[config.mk]
export PLATFORM = sky130hd
export DESIGN_NAME = pdc_regs
export DESIGN_NICKNAME = d
export VERILOG_FILES = /design/src/hdl/pdc_pkg.sv /design/src/hdl/pdc_regs.sv /design/src/hdl/pdc_strap_latch.sv
export SDC_FILE = /design/constraint.sdc
export NUM_CORES = 1
export LEC_CHECK = 0
export ABC_AREA = 1
export BUFFER_PORTS_ARGS = -buffer_cell sky130_fd_sc_hd__clkbuf_2
export CAP_MARGIN = 10
export CORE_MARGIN = 3
export CORE_UTILIZATION = 37
export CTS_CLUSTER_SIZE = 10
export DETAILED_ROUTE_END_ITERATION = 10
export PLACE_DENSITY = 0.68
export SKIP_CTS_REPAIR_TIMING = 1
export SYNTH_ARGS = -nofsm -noshare
export SYNTH_HDL_FRONTEND = slang
export SYNTH_HIERARCHICAL = 1
export SYNTH_SLANG_ARGS = --single-unit
[constraint.sdc]
create_clock -name clk -period 1.3 [get_ports clk]
set_input_delay 0.26 -clock clk [delete_from_list [all_inputs] [get_ports clk]]
set_output_delay 0.26 -clock clk [all_outputs]
set_load 0.01 [all_outputs]
[src/hdl/pdc_pkg.sv]
/*
 pdc_pkg: register indices, field positions, masks, reset values and timing counts
 for the pin and datapath configuration register bank.
 assumes: 125 MHz core clock; registers reached over APB, byte address = 4 * index.
*/
package pdc_pkg;

	// register indices, byte address = 4 * index
	localparam logic [9:0] PDC_IDX_PINS56  = 10'h010;
	localparam logic [9:0] PDC_IDX_PINS78  = 10'h011;
	localparam logic [9:0] PDC_IDX_DPATH   = 10'h012;
	localparam logic [9:0] PDC_IDX_STRAP   = 10'h013;
	localparam logic [9:0] PDC_IDX_PIN_IN  = 10'h020;

	// pin config fields, lower pin at 0, upper pin at 4
	localparam int PDC_PAD_LO   = 0;
	localparam int PDC_LVL_LO   = 3;
	localparam int PDC_PAD_HI   = 4;
	localparam int PDC_LVL_HI   = 7;
	localparam logic [7:0] PDC_PIN_WMASK = 8'hbb;
	localparam logic [7:0] PDC_PIN_RST   = 8'h00;

	// datapath fields
	localparam int PDC_DP_CHB_EN    = 0;
	localparam int PDC_DP_FRAME_AUD = 1;
	localparam int PDC_DP_NARROW    = 2;
	localparam int PDC_DP_CHB_GATE  = 3;
	localparam int PDC_DP_REGEN     = 4;
	localparam int PDC_DP_DE_INV    = 5;
	localparam logic [7:0] PDC_DP_WMASK = 8'h7f;
	localparam logic [7:0] PDC_DP_RST   = 8'h00;

	// strap status fields
	localparam int PDC_ST_A_VAL  = 0;
	localparam int PDC_ST_A_DONE = 3;
	localparam int PDC_ST_B_VAL  = 4;
	localparam int PDC_ST_B_DONE = 7;
	localparam int PDC_STRAP_W   = 3;

	// pad select encodings {dir, en}
	typedef enum logic [1:0] {
		PDC_PAD_FUNC_IN = 2'b00,
		PDC_PAD_GP_OUT  = 2'b01,
		PDC_PAD_TRI     = 2'b10,
		PDC_PAD_GP_IN   = 2'b11
	} pdc_pad_t;

	// timing
	localparam int PDC_CLK_PERIOD_NS   = 8;
	localparam int PDC_STRAP_SETTLE_NS = 1000;
	localparam int PDC_STRAP_SETTLE_CYC =
		(PDC_STRAP_SETTLE_NS + PDC_CLK_PERIOD_NS - 1) / PDC_CLK_PERIOD_NS;

endpackage

[src/hdl/pdc_regs.sv]
/*
 pdc_regs: APB register bank for pins five to eight, the video/audio datapath
 options and the latched strap decodes; drives the pads and datapath controls.
 assumes: APB master per the protocol; pad and strap inputs are asynchronous;
 de_raw and the in-band audio signals come from logic on clk.
*/
// Register access over APB was chosen for this implementation.
`timescale 1ns/1ns
`default_nettype none
module pdc_regs
	import pdc_pkg::*;
#(
	parameter int SETTLE_CYCLES = pdc_pkg::PDC_STRAP_SETTLE_CYC
) (
	// clock and reset
	input  wire logic        clk,
	input  wire logic        rst_n,
	// apb slave
	input  wire logic        psel,
	input  wire logic        penable,
	input  wire logic        pwrite,
	input  wire logic [11:0] paddr,
	input  wire logic [31:0] pwdata,
	output logic      [31:0] prdata,
	output logic             pready,
	output logic             pslverr,
	// pads for pins five to eight, index 0 is pin five
	input  wire logic [3:0]  pin_in,
	output logic      [3:0]  pin_out,
	output logic      [3:0]  pin_oe_n,
	output logic      [3:0]  pin_func_in,
	// strap decodes
	input  wire logic [pdc_pkg::PDC_STRAP_W-1:0] strap_a_pin,
	input  wire logic [pdc_pkg::PDC_STRAP_W-1:0] strap_b_pin,
	// datapath
	input  wire logic        de_raw,
	input  wire logic        repeater_mode,
	input  wire logic        inband_chb_valid,
	input  wire logic        inband_chb_enable,
	output logic             de_active,
	output logic             repeater_audio_regenerate,
	output logic             narrow_color_select,
	output logic             audio_frame_transport,
	output logic             chan_b_enable
);
	import pdc_pkg::*;

	logic [7:0] pins56_q;
	logic [7:0] pins78_q;
	logic [7:0] dpath_q;
	logic [3:0] pin_meta_q;
	logic [3:0] pin_sync_q;
	logic [PDC_STRAP_W-1:0] strap_a_value;
	logic [PDC_STRAP_W-1:0] strap_b_value;
	logic       strap_a_latched;
	logic       strap_b_latched;
	logic       pready_q;
	logic       pslverr_q;
	logic [31:0] prdata_q;
	logic       acc_first;
	logic       wr_fire;
	logic [9:0] idx;
	logic [7:0] rd_mux;
	logic [3:0] gp_out;
	logic [3:0] gp_in;

	// register index from a byte address
	function automatic logic [9:0] reg_index(input logic [11:0] a);
		reg_index = a[11:2];
	endfunction

	// address maps onto a register
	function automatic logic reg_hit(input logic [11:0] a);
		logic [9:0] i;
		i = reg_index(a);
		reg_hit = (a[1:0] == 2'b00) &&
			(i == PDC_IDX_PINS56 || i == PDC_IDX_PINS78 || i == PDC_IDX_DPATH ||
			i == PDC_IDX_STRAP || i == PDC_IDX_PIN_IN);
	endfunction

	// pad select field of pin n
	function automatic logic [1:0] pad_sel(input logic [7:0] r56, input logic [7:0] r78,
		input int n);
		logic [7:0] r;
		r = (n < 2) ? r56 : r78;
		pad_sel = (n % 2 == 0) ? r[PDC_PAD_LO +: 2] : r[PDC_PAD_HI +: 2];
	endfunction

	// drive level of pin n
	function automatic logic pad_lvl(input logic [7:0] r56, input logic [7:0] r78,
		input int n);
		logic [7:0] r;
		r = (n < 2) ? r56 : r78;
		pad_lvl = (n % 2 == 0) ? r[PDC_LVL_LO] : r[PDC_LVL_HI];
	endfunction

	assign idx       = reg_index(paddr);
	assign acc_first = psel && penable && !pready_q;
	assign wr_fire   = psel && penable && pready_q && pwrite && !pslverr_q;
	assign pready    = pready_q;
	assign pslverr   = pslverr_q;
	assign prdata    = prdata_q;

	// apb handshake, one wait state
	always_ff @(posedge clk or negedge rst_n) begin
		if (!rst_n) begin
			pready_q  <= 1'b0;
			pslverr_q <= 1'b0;
		end else begin
			pready_q  <= acc_first;
			pslverr_q <= acc_first && !reg_hit(paddr);
		end
	end

	// read mux
	always_comb begin
		rd_mux = 8'h00;
		case (idx)
			PDC_IDX_PINS56: rd_mux = pins56_q & PDC_PIN_WMASK;
			PDC_IDX_PINS78: rd_mux = pins78_q & PDC_PIN_WMASK;
			PDC_IDX_DPATH:  rd_mux = dpath_q & PDC_DP_WMASK;
			PDC_IDX_STRAP: begin
				rd_mux[PDC_ST_B_DONE] = strap_b_latched;
				rd_mux[PDC_ST_B_VAL +: PDC_STRAP_W] = strap_b_value;
				rd_mux[PDC_ST_A_DONE] = strap_a_latched;
				rd_mux[PDC_ST_A_VAL +: PDC_STRAP_W] = strap_a_value;
			end
			PDC_IDX_PIN_IN: rd_mux = {4'h0, gp_in};
			default:        rd_mux = 8'h00;
		endcase
		if (paddr[1:0] != 2'b00) begin
			rd_mux = 8'h00;
		end
	end

	// read data capture
	always_ff @(posedge clk or negedge rst_n) begin
		if (!rst_n) begin
			prdata_q <= 32'h0000_0000;
		end else if (acc_first && !pwrite) begin
			prdata_q <= {24'h00_0000, rd_mux};
		end
	end

	// pin configuration registers
	always_ff @(posedge clk or negedge rst_n) begin
		if (!rst_n) begin
			pins56_q <= PDC_PIN_RST;
			pins78_q <= PDC_PIN_RST;
		end else if (wr_fire) begin
			if (idx == PDC_IDX_PINS56) begin
				pins56_q <= pwdata[7:0] & PDC_PIN_WMASK;
			end
			if (idx == PDC_IDX_PINS78) begin
				pins78_q <= pwdata[7:0] & PDC_PIN_WMASK;
			end
		end
	end

	// datapath control register
	always_ff @(posedge clk or negedge rst_n) begin
		if (!rst_n) begin
			dpath_q <= PDC_DP_RST;
		end else if (wr_fire && idx == PDC_IDX_DPATH) begin
			dpath_q <= pwdata[7:0] & PDC_DP_WMASK;
		end
	end

	// pad input synchroniser
	always_ff @(posedge clk or negedge rst_n) begin
		if (!rst_n) begin
			pin_meta_q <= 4'h0;
			pin_sync_q <= 4'h0;
		end else begin
			pin_meta_q <= pin_in;
			pin_sync_q <= pin_meta_q;
		end
	end

	// pad control per pin
	genvar g;
	generate
		for (g = 0; g < 4; g++) begin : g_pad
			pdc_pad_t sel;
			assign sel = pdc_pad_t'(pad_sel(pins56_q, pins78_q, g));
			assign gp_out[g] = (sel == PDC_PAD_GP_OUT);
			assign pin_oe_n[g] = !gp_out[g];
			assign pin_out[g] = gp_out[g] & pad_lvl(pins56_q, pins78_q, g);
			assign gp_in[g] = (sel == PDC_PAD_GP_IN) & pin_sync_q[g];
			assign pin_func_in[g] = (sel == PDC_PAD_FUNC_IN) & pin_sync_q[g];
		end
	endgenerate

	// datapath outputs
	always_ff @(posedge clk or negedge rst_n) begin
		if (!rst_n) begin
			de_active                 <= 1'b0;
			repeater_audio_regenerate <= 1'b0;
			narrow_color_select       <= 1'b0;
			audio_frame_transport     <= 1'b0;
			chan_b_enable             <= 1'b0;
		end else begin
			de_active                 <= de_raw ^ dpath_q[PDC_DP_DE_INV];
			repeater_audio_regenerate <= dpath_q[PDC_DP_REGEN];
			narrow_color_select       <= dpath_q[PDC_DP_NARROW];
			audio_frame_transport     <= dpath_q[PDC_DP_FRAME_AUD];
			if (repeater_mode && inband_chb_valid) begin
				chan_b_enable <= inband_chb_enable;
			end else begin
				chan_b_enable <= dpath_q[PDC_DP_CHB_GATE] & dpath_q[PDC_DP_CHB_EN];
			end
		end
	end

	// strap latches
	pdc_strap_latch #(
		.WIDTH         (PDC_STRAP_W),
		.SETTLE_CYCLES (SETTLE_CYCLES)
	) u_strap_a (
		.clk       (clk),
		.rst_n     (rst_n),
		.strap_pin (strap_a_pin),
		.value_q   (strap_a_value),
		.done_q    (strap_a_latched)
	);

	pdc_strap_latch #(
		.WIDTH         (PDC_STRAP_W),
		.SETTLE_CYCLES (SETTLE_CYCLES)
	) u_strap_b (
		.clk       (clk),
		.rst_n     (rst_n),
		.strap_pin (strap_b_pin),
		.value_q   (strap_b_value),
		.done_q    (strap_b_latched)
	);
endmodule
`default_nettype wire

[src/hdl/pdc_strap_latch.sv]
/*
 pdc_strap_latch: samples one multi-bit strap decode, waits until it holds steady
 for a settle time, then latches it and raises a done flag until the next reset.
 assumes: strap input is asynchronous and static after power-up.
*/
`timescale 1ns/1ns
`default_nettype none
module pdc_strap_latch #(
	parameter int WIDTH         = 3,
	parameter int SETTLE_CYCLES = 125
) (
	// clock and reset
	input  wire logic             clk,
	input  wire logic             rst_n,
	// strap
	input  wire logic [WIDTH-1:0] strap_pin,
	// result
	output logic      [WIDTH-1:0] value_q,
	output logic                  done_q
);
	typedef enum logic [1:0] {
		PDC_SL_WAIT   = 2'b00,
		PDC_SL_SETTLE = 2'b01,
		PDC_SL_DONE   = 2'b10
	} pdc_sl_state_t;

	generate
		if (SETTLE_CYCLES < 2 || SETTLE_CYCLES > 65535 || WIDTH < 1) begin : g_bad
			$error("pdc_strap_latch: parameters out of range");
		end
	endgenerate

	logic [WIDTH-1:0] meta_q;
	logic [WIDTH-1:0] sync_q;
	logic [WIDTH-1:0] prev_q;
	logic [15:0]      cnt_q;
	pdc_sl_state_t    state_q;

	// two-flop synchroniser
	always_ff @(posedge clk or negedge rst_n) begin
		if (!rst_n) begin
			meta_q <= '0;
			sync_q <= '0;
		end else begin
			meta_q <= strap_pin;
			sync_q <= meta_q;
		end
	end

	// settle and latch
	always_ff @(posedge clk or negedge rst_n) begin
		if (!rst_n) begin
			state_q <= PDC_SL_WAIT;
			prev_q  <= '0;
			cnt_q   <= '0;
			value_q <= '0;
			done_q  <= 1'b0;
		end else begin
			prev_q <= sync_q;
			case (state_q)
				PDC_SL_WAIT: begin
					cnt_q   <= '0;
					state_q <= PDC_SL_SETTLE;
				end
				PDC_SL_SETTLE: begin
					if (sync_q != prev_q) begin
						cnt_q <= '0;
					end else if (cnt_q == 16'(SETTLE_CYCLES - 1)) begin
						value_q <= sync_q;
						done_q  <= 1'b1;
						state_q <= PDC_SL_DONE;
					end else begin
						cnt_q <= cnt_q + 16'h0001;
					end
				end
				PDC_SL_DONE: begin
					state_q <= PDC_SL_DONE;
				end
				default: begin
					state_q <= PDC_SL_WAIT;
				end
			endcase
		end
	end
endmodule
`default_nettype wire

# Yosys cells after proc, flatten, opt, wreduce, memory -nomap -nowiden
# Cells that the tools add are included.
totals:
  reg_bits: 104
  output_inout_bits: 51
  in_bits: 63
op_classes:
  bitwise_logic: 16
  muxes: 15
  n_addsub: 2
  eq_ne: 27
  n_reduce_logical: 40
op_table:
  columns: ["cell", "n"]
  rows:
  - ["$mux 16", 4]
  - ["$pmux 16 s2", 2]
  - ["$eq 10x5->1 const B", 4]
  - ["$pmux 8 s5", 1]
  - ["$add 16x1->16 const B", 2]
  - ["$eq 16x7->1 const B", 2]
  - ["$logic_not 2->1", 7]
  - ["$and 1x1->1", 13]
  - ["$eq 2x1->1 const B", 6]
  - ["$eq 2x2->1 const B", 6]
  - ["$pmux 2 s3", 2]
  - ["$reduce_and 2->1", 6]
  - ["$eq 10x6->1 const B", 1]
  - ["$logic_and 1x1->1", 10]
  - ["$logic_not 1->1", 8]
  - ["$mux 2", 4]
  - ["$mux 8", 1]
  - ["$ne 3x2->1 const B", 2]
  - ["$ne 3x3->1", 2]
  - ["$reduce_and 3->1", 2]
  - ["$reduce_bool 2->1", 3]
  - ["$logic_or 1x1->1", 4]
  - ["$ne 2x1->1 const B", 2]
  - ["$ne 2x2->1 const B", 2]
  - ["other kinds (3)", 4]

# Depth between registers and ports, before layout
depth:
  word_depth: 8
  mapped_depth: 10

# Hierarchy
# The synthesis kept the hierarchy.
by_module_without_submodules:
  columns: ["mod", "seq_area_each_um2", "n_inst", "area_per_inst_um2", "cells_per_inst"]
  rows:
  - ["pdc_strap_latch", 775.7, 2, 1790.5, 229]
  - ["pdc_regs", 1051.0, 1, 2283.4, 269]

# Worst setup path before layout
# Ideal clock, no wire load.
synth_path:
  path_type: "register -> register"
  from: "register u_strap_a.state_q[0]"
  to: "register u_strap_a.cnt_q[10]"
  required_ns: 1.182
  setup_time_ns: 0.118
  stages_incl_launch_ff: 8
  path_buffers: 2
  arrival_ns: 1.270
  setup_slack_ns: -0.089
  path_cell_list: "dfrtp_1 -> ha_1 -> buf_4 -> inv_1 -> nand2_4 -> clkbuf_1 -> nand4_1 -> nand2_1"
synth_via:
  elab_chain_len: 3
synth_lines:
  columns: ["element", "line_no", "text"]
  rows:
  - ["start: declaration", "pdc_strap_latch.sv:37", "pdc_sl_state_t state_q;"]
  - ["start signal: assignment", "pdc_strap_latch.sv:53", "state_q <= PDC_SL_WAIT;"]
  - ["start signal: assignment", "pdc_strap_latch.sv:63", "state_q <= PDC_SL_SETTLE;"]
  - ["start signal: assignment", "pdc_strap_latch.sv:71", "state_q <= PDC_SL_DONE;"]
  - ["$eq 2x1->1 or $logic_not 2->1 (tied branches)", "pdc_strap_latch.sv:60", "case (state_q)"]
  - ["$ne 3x2->1 (no line) or $reduce_bool 2->1 (tied branches)", null, null]
  - ["$reduce_and 2->1 (no line)", null, null]
  - ["end signal: assignment", "pdc_strap_latch.sv:73", "cnt_q <= cnt_q + 16'h0001;"]
  - ["end: declaration", "pdc_strap_latch.sv:36", "logic [15:0] cnt_q;"]
# Parallel ways exist; a longest one is shown, timed or not.
# A chain may end at the register's enable or synchronous reset.

# Final worst setup path
layout_path:
  from: "register pins78_q[1]"
  to: "output pin_func_in[2]"
layout_via:
  elab_chain_len: 2
layout_lines:
  columns: ["element", "line_no", "text"]
  rows:
  - ["start: declaration", "pdc_regs.sv:49", "logic [7:0] pins78_q;"]
  - ["start signal: assignment", "pdc_regs.sv:155", "pins78_q <= pwdata[7:0] & PDC_PIN_WMASK;"]
  - ["$logic_not 2->1", "pdc_regs.sv:190", "assign pin_func_in[g] = (sel == PDC_PAD_FUNC_IN) & pin_sync_q[g];"]
  - ["$and 1x1->1", "pdc_regs.sv:190", null]
  - ["end: declaration", "pdc_regs.sv:31", "output logic [3:0] pin_func_in,"]
# No other way between the ends.

==> summary.json <==
{
  "violations_in_the_final_reports": "setup timing",
  "post_synth_most_frequent_cells": "218 x sky130_fd_sc_hd__nand2_1, 104 x sky130_fd_sc_hd__dfrtp_1, 74 x sky130_fd_sc_hd__inv_1",
  "die_height_um": 132,
  "diodes_inserted": 0,
  "drt-initial-drc-count": 271,
  "async_reset_ff_share_pct": 100,
  "critPathKind": "flip-flop to primary output",
  "max-vdd-ir-drop_mv": 0.734,
  "drcViolationCount": 0,
  "die_width_um": 132,
  "power-per-cell-area_nw_per_um2": 826,
  "yosys.cell_types.count": 37,
  "synth_edf_count": 0,
  "worst_setup_path_end_kind": "primary output",
  "insertion_delay_ns": 0.36,
  "syn2layout_area_growth_pct": 33.9,
  "grt_max_degree": 46,
  "synth.ff_latch_count": 104,
  "rsz0062_at_grt": "yes",
  "grt_pass1_vias": 4935,
  "mappedNetlistArea_um2": 5860,
  "synth-seq-area-share_pct": 44.4,
  "antenna_viol_nets_final": 0,
  "firstDrtPassIters": 4,
  "drt_wl_total_um": 14200,
  "post_drt_wl_per_cell_um": 12.6,
  "worst_setup_path_start_kind": "flip-flop",
  "clk_path_buf_depth": 2,
  "post-synth-top-area-fraction_pct": 44.4,
  "global_route_wire_length_before_repair_um": 23300,
  "setup_viol": 55,
  "ys_warn_count": 6,
  "floorplan.core_area_um2": 15400,
  "cts_htree_levels": 3,
  "synth_top_cells_by_area": "sky130_fd_sc_hd__dfrtp_1 44%, sky130_fd_sc_hd__nand2_1 14%, sky130_fd_sc_hd__nand4_1 4.8%, sky130_fd_sc_hd__nand3_1 4.8%, sky130_fd_sc_hd__inv_1 4.7%",
  "num-nets-final": 982,
  "critical_path_peak_fanout": 4,
  "tritoncts_clock_tree": "done",
  "cap_violations": 0,
  "final_min_period_over_clock_period_pct": 119,
  "worst-endpoint-arrival_ns": 1.28,
  "leakage_nw": 4.09,
  "placed_cells": 1090,
  "cts-buffers-inserted": 9,
  "design.die.area_um2": 17400,
  "placement.io_buffers": 65,
  "vias": 5215,
  "synth_ff_type": "sky130_fd_sc_hd__dfrtp_1",
  "run_status": "complete, but fails checks",
  "nFillCells": 1444,
  "clkTransAtPathRegs_ns": 0.08,
  "timing.hold.ws_ns": 0.00720,
  "clock_sinks": 104,
  "final_max_slew_viol_count": 0,
  "vias_per_cell": 4.63,
  "initial_cell_density_of_the_core_pct": 38.2,
  "antenna_found_initial": 0,
  "routabilityCongestion": 0.901,
  "clk_root_buffer_cell": "sky130_fd_sc_hd__clkbuf_16",
  "netlist_instances": 727,
  "synth.avg_cell_area_um2": 8.07,
  "top_level_ports": 114,
  "layout-drive-gt1-share_pct": 35.2,
  "worst_ep_required_time_ns": 1.04,
  "fin_worst_skew_ns": 0.00969,
  "overflow": 0,
  "min_path_type": "input pin to flip-flop",
  "hpwl_dp_um": 10400,
  "synth_most_common_cell": "sky130_fd_sc_hd__nand2_1",
  "synth_top_cell_by_area": "sky130_fd_sc_hd__dfrtp_1",
  "post_layout_nonfiller_instances": 1127,
  "f_max_mhz": 647,
  "placementRows": 45,
  "fin_ws_ns": -0.245,
  "hold_viol": 0,
  "period_needed_ns": 1.54,
  "global_route.usage.total_pct": 16.0
}
-- cell usage in the layout (no fill, tap or decap), types with 6 or more instances in the layout --
cell and instances:
sky130_fd_sc_hd__buf_12 9, sky130_fd_sc_hd__buf_4 107, sky130_fd_sc_hd__buf_6 10, sky130_fd_sc_hd__clkbuf_16 9, sky130_fd_sc_hd__clkbuf_2 52, sky130_fd_sc_hd__conb_1 24
sky130_fd_sc_hd__dfrtp_1 99, sky130_fd_sc_hd__inv_1 65, sky130_fd_sc_hd__inv_2 14, sky130_fd_sc_hd__nand2_1 201, sky130_fd_sc_hd__nand2_2 30, sky130_fd_sc_hd__nand2_4 13
sky130_fd_sc_hd__nand3_1 54, sky130_fd_sc_hd__nand3_2 6, sky130_fd_sc_hd__nand4_1 45, sky130_fd_sc_hd__nor2_1 47, sky130_fd_sc_hd__nor2_2 11, sky130_fd_sc_hd__nor2_4 17
sky130_fd_sc_hd__o21ai_1 13, sky130_fd_sc_hd__o21ai_2 10, sky130_fd_sc_hd__o21bai_1 6, sky130_fd_sc_hd__xnor2_1 8
-- worst paths after layout --
kind	start	end	slack [ns]	cells after the start
setup reg to reg	u_strap_a/cnt_q[1]	u_strap_a/cnt_q[2]	-0.16	10
min in group asynchronous	rst_n	u_strap_a/cnt_q[15]	0.43	3
setup / recovery	pins78_q[1]	pin_func_in[2]	-0.24	3
max in group asynchronous	rst_n	pins56_q[4]	0.56	3
hold / removal	strap_a_pin[0]	u_strap_a/meta_q[0]	0.007	1
hold reg to reg	pin_meta_q[1]	pin_sync_q[1]	0.35	0
-- cell families (layout without fill, tap and decap cells) --
family                   after synthesis  in the layout  share of synthesized area, %
AO/OA/AOI/OAI                         37             37                          4.18
XOR/XNOR                              13             13                          1.94
adder cells (fa/ha/maj)                8              8                          1.71
buffers and inverters                118            283                          10.2
flip-flops                           104            104                          44.4
multiplexers                           2              2                         0.512
other                                  1             24                        0.0639
AND/OR/NAND/NOR                      444            445                          37.0
-- layout make-up --
class                      instances  area [um2]  area share, %
multi-input combinational        529        2960           37.6
inverter                          79         297           3.78
timing repair buffer             188        1430           18.2
clock inverter                     7        70.1          0.892
tap                              211         264           3.36
sequential                       104        2610           33.2
clock buffer                       9         225           2.87
-- sequential cells by signal, indices dropped and copies added, names as in the netlist, 4 cells and up --
| register | flops |
|---|---|
| pins78_q | 6 |
| pin_sync_q | 4 |
| prdata | 8 |
| pins56_q | 6 |
| pin_meta_q | 4 |
| u_strap_a/cnt_q | 16 |
| u_strap_b/cnt_q | 16 |
| dpath_q | 7 |
-- through the flow --
stage / TNS [ns] / worst slack (ns) / total power [W] / util [%] / instance area, um2
after floorplan: -0.0126 / -0.00628 / 0.00362 / - / 5970
after global placement: -5.43 / -0.152 / 0.00383 / 46.5 / 7140
after detailed placement: -7.32 / -0.194 / 0.00383 / 46.5 / 7140
after CTS: -7.48 / -0.303 / 0.00653 / 48.4 / 7440
after global routing: -11.44 / -0.255 / 0.00675 / 51.1 / 7850
final: -5.92 / -0.245 / 0.00649 / 51.1 / 7850
-- power breakdown --
group | total [W] | internal (W) | leakage [nW] | switching [W]
Clock | 0.00268 | 0.00135 | 0.142 | 0.00133
Sequential | 0.00331 | 0.00328 | 1.37 | 0.0000295
Combinational | 0.000490 | 0.000191 | 2.58 | 0.000299
-- critical path: stages, from the launching register on --
cell and delay, ns:
sky130_fd_sc_hd__dfrtp_1 0.43, sky130_fd_sc_hd__buf_4 0.15, sky130_fd_sc_hd__nor3_2 0.17, sky130_fd_sc_hd__buf_2 0.17
-- layer usage --
layer | global-route usage [%] | vias up | share of wire [%]
met2 | 25.0 | 121 | 47
met1 | 22.5 | 2410 | 47
met3 | 3.05 | 19 | 4.1
met4 | 5.31 | 0 | 1.9
li1 | - | 2665 | -
met5 | 0 | - | 0
Power figures use the tool's default switching activity.
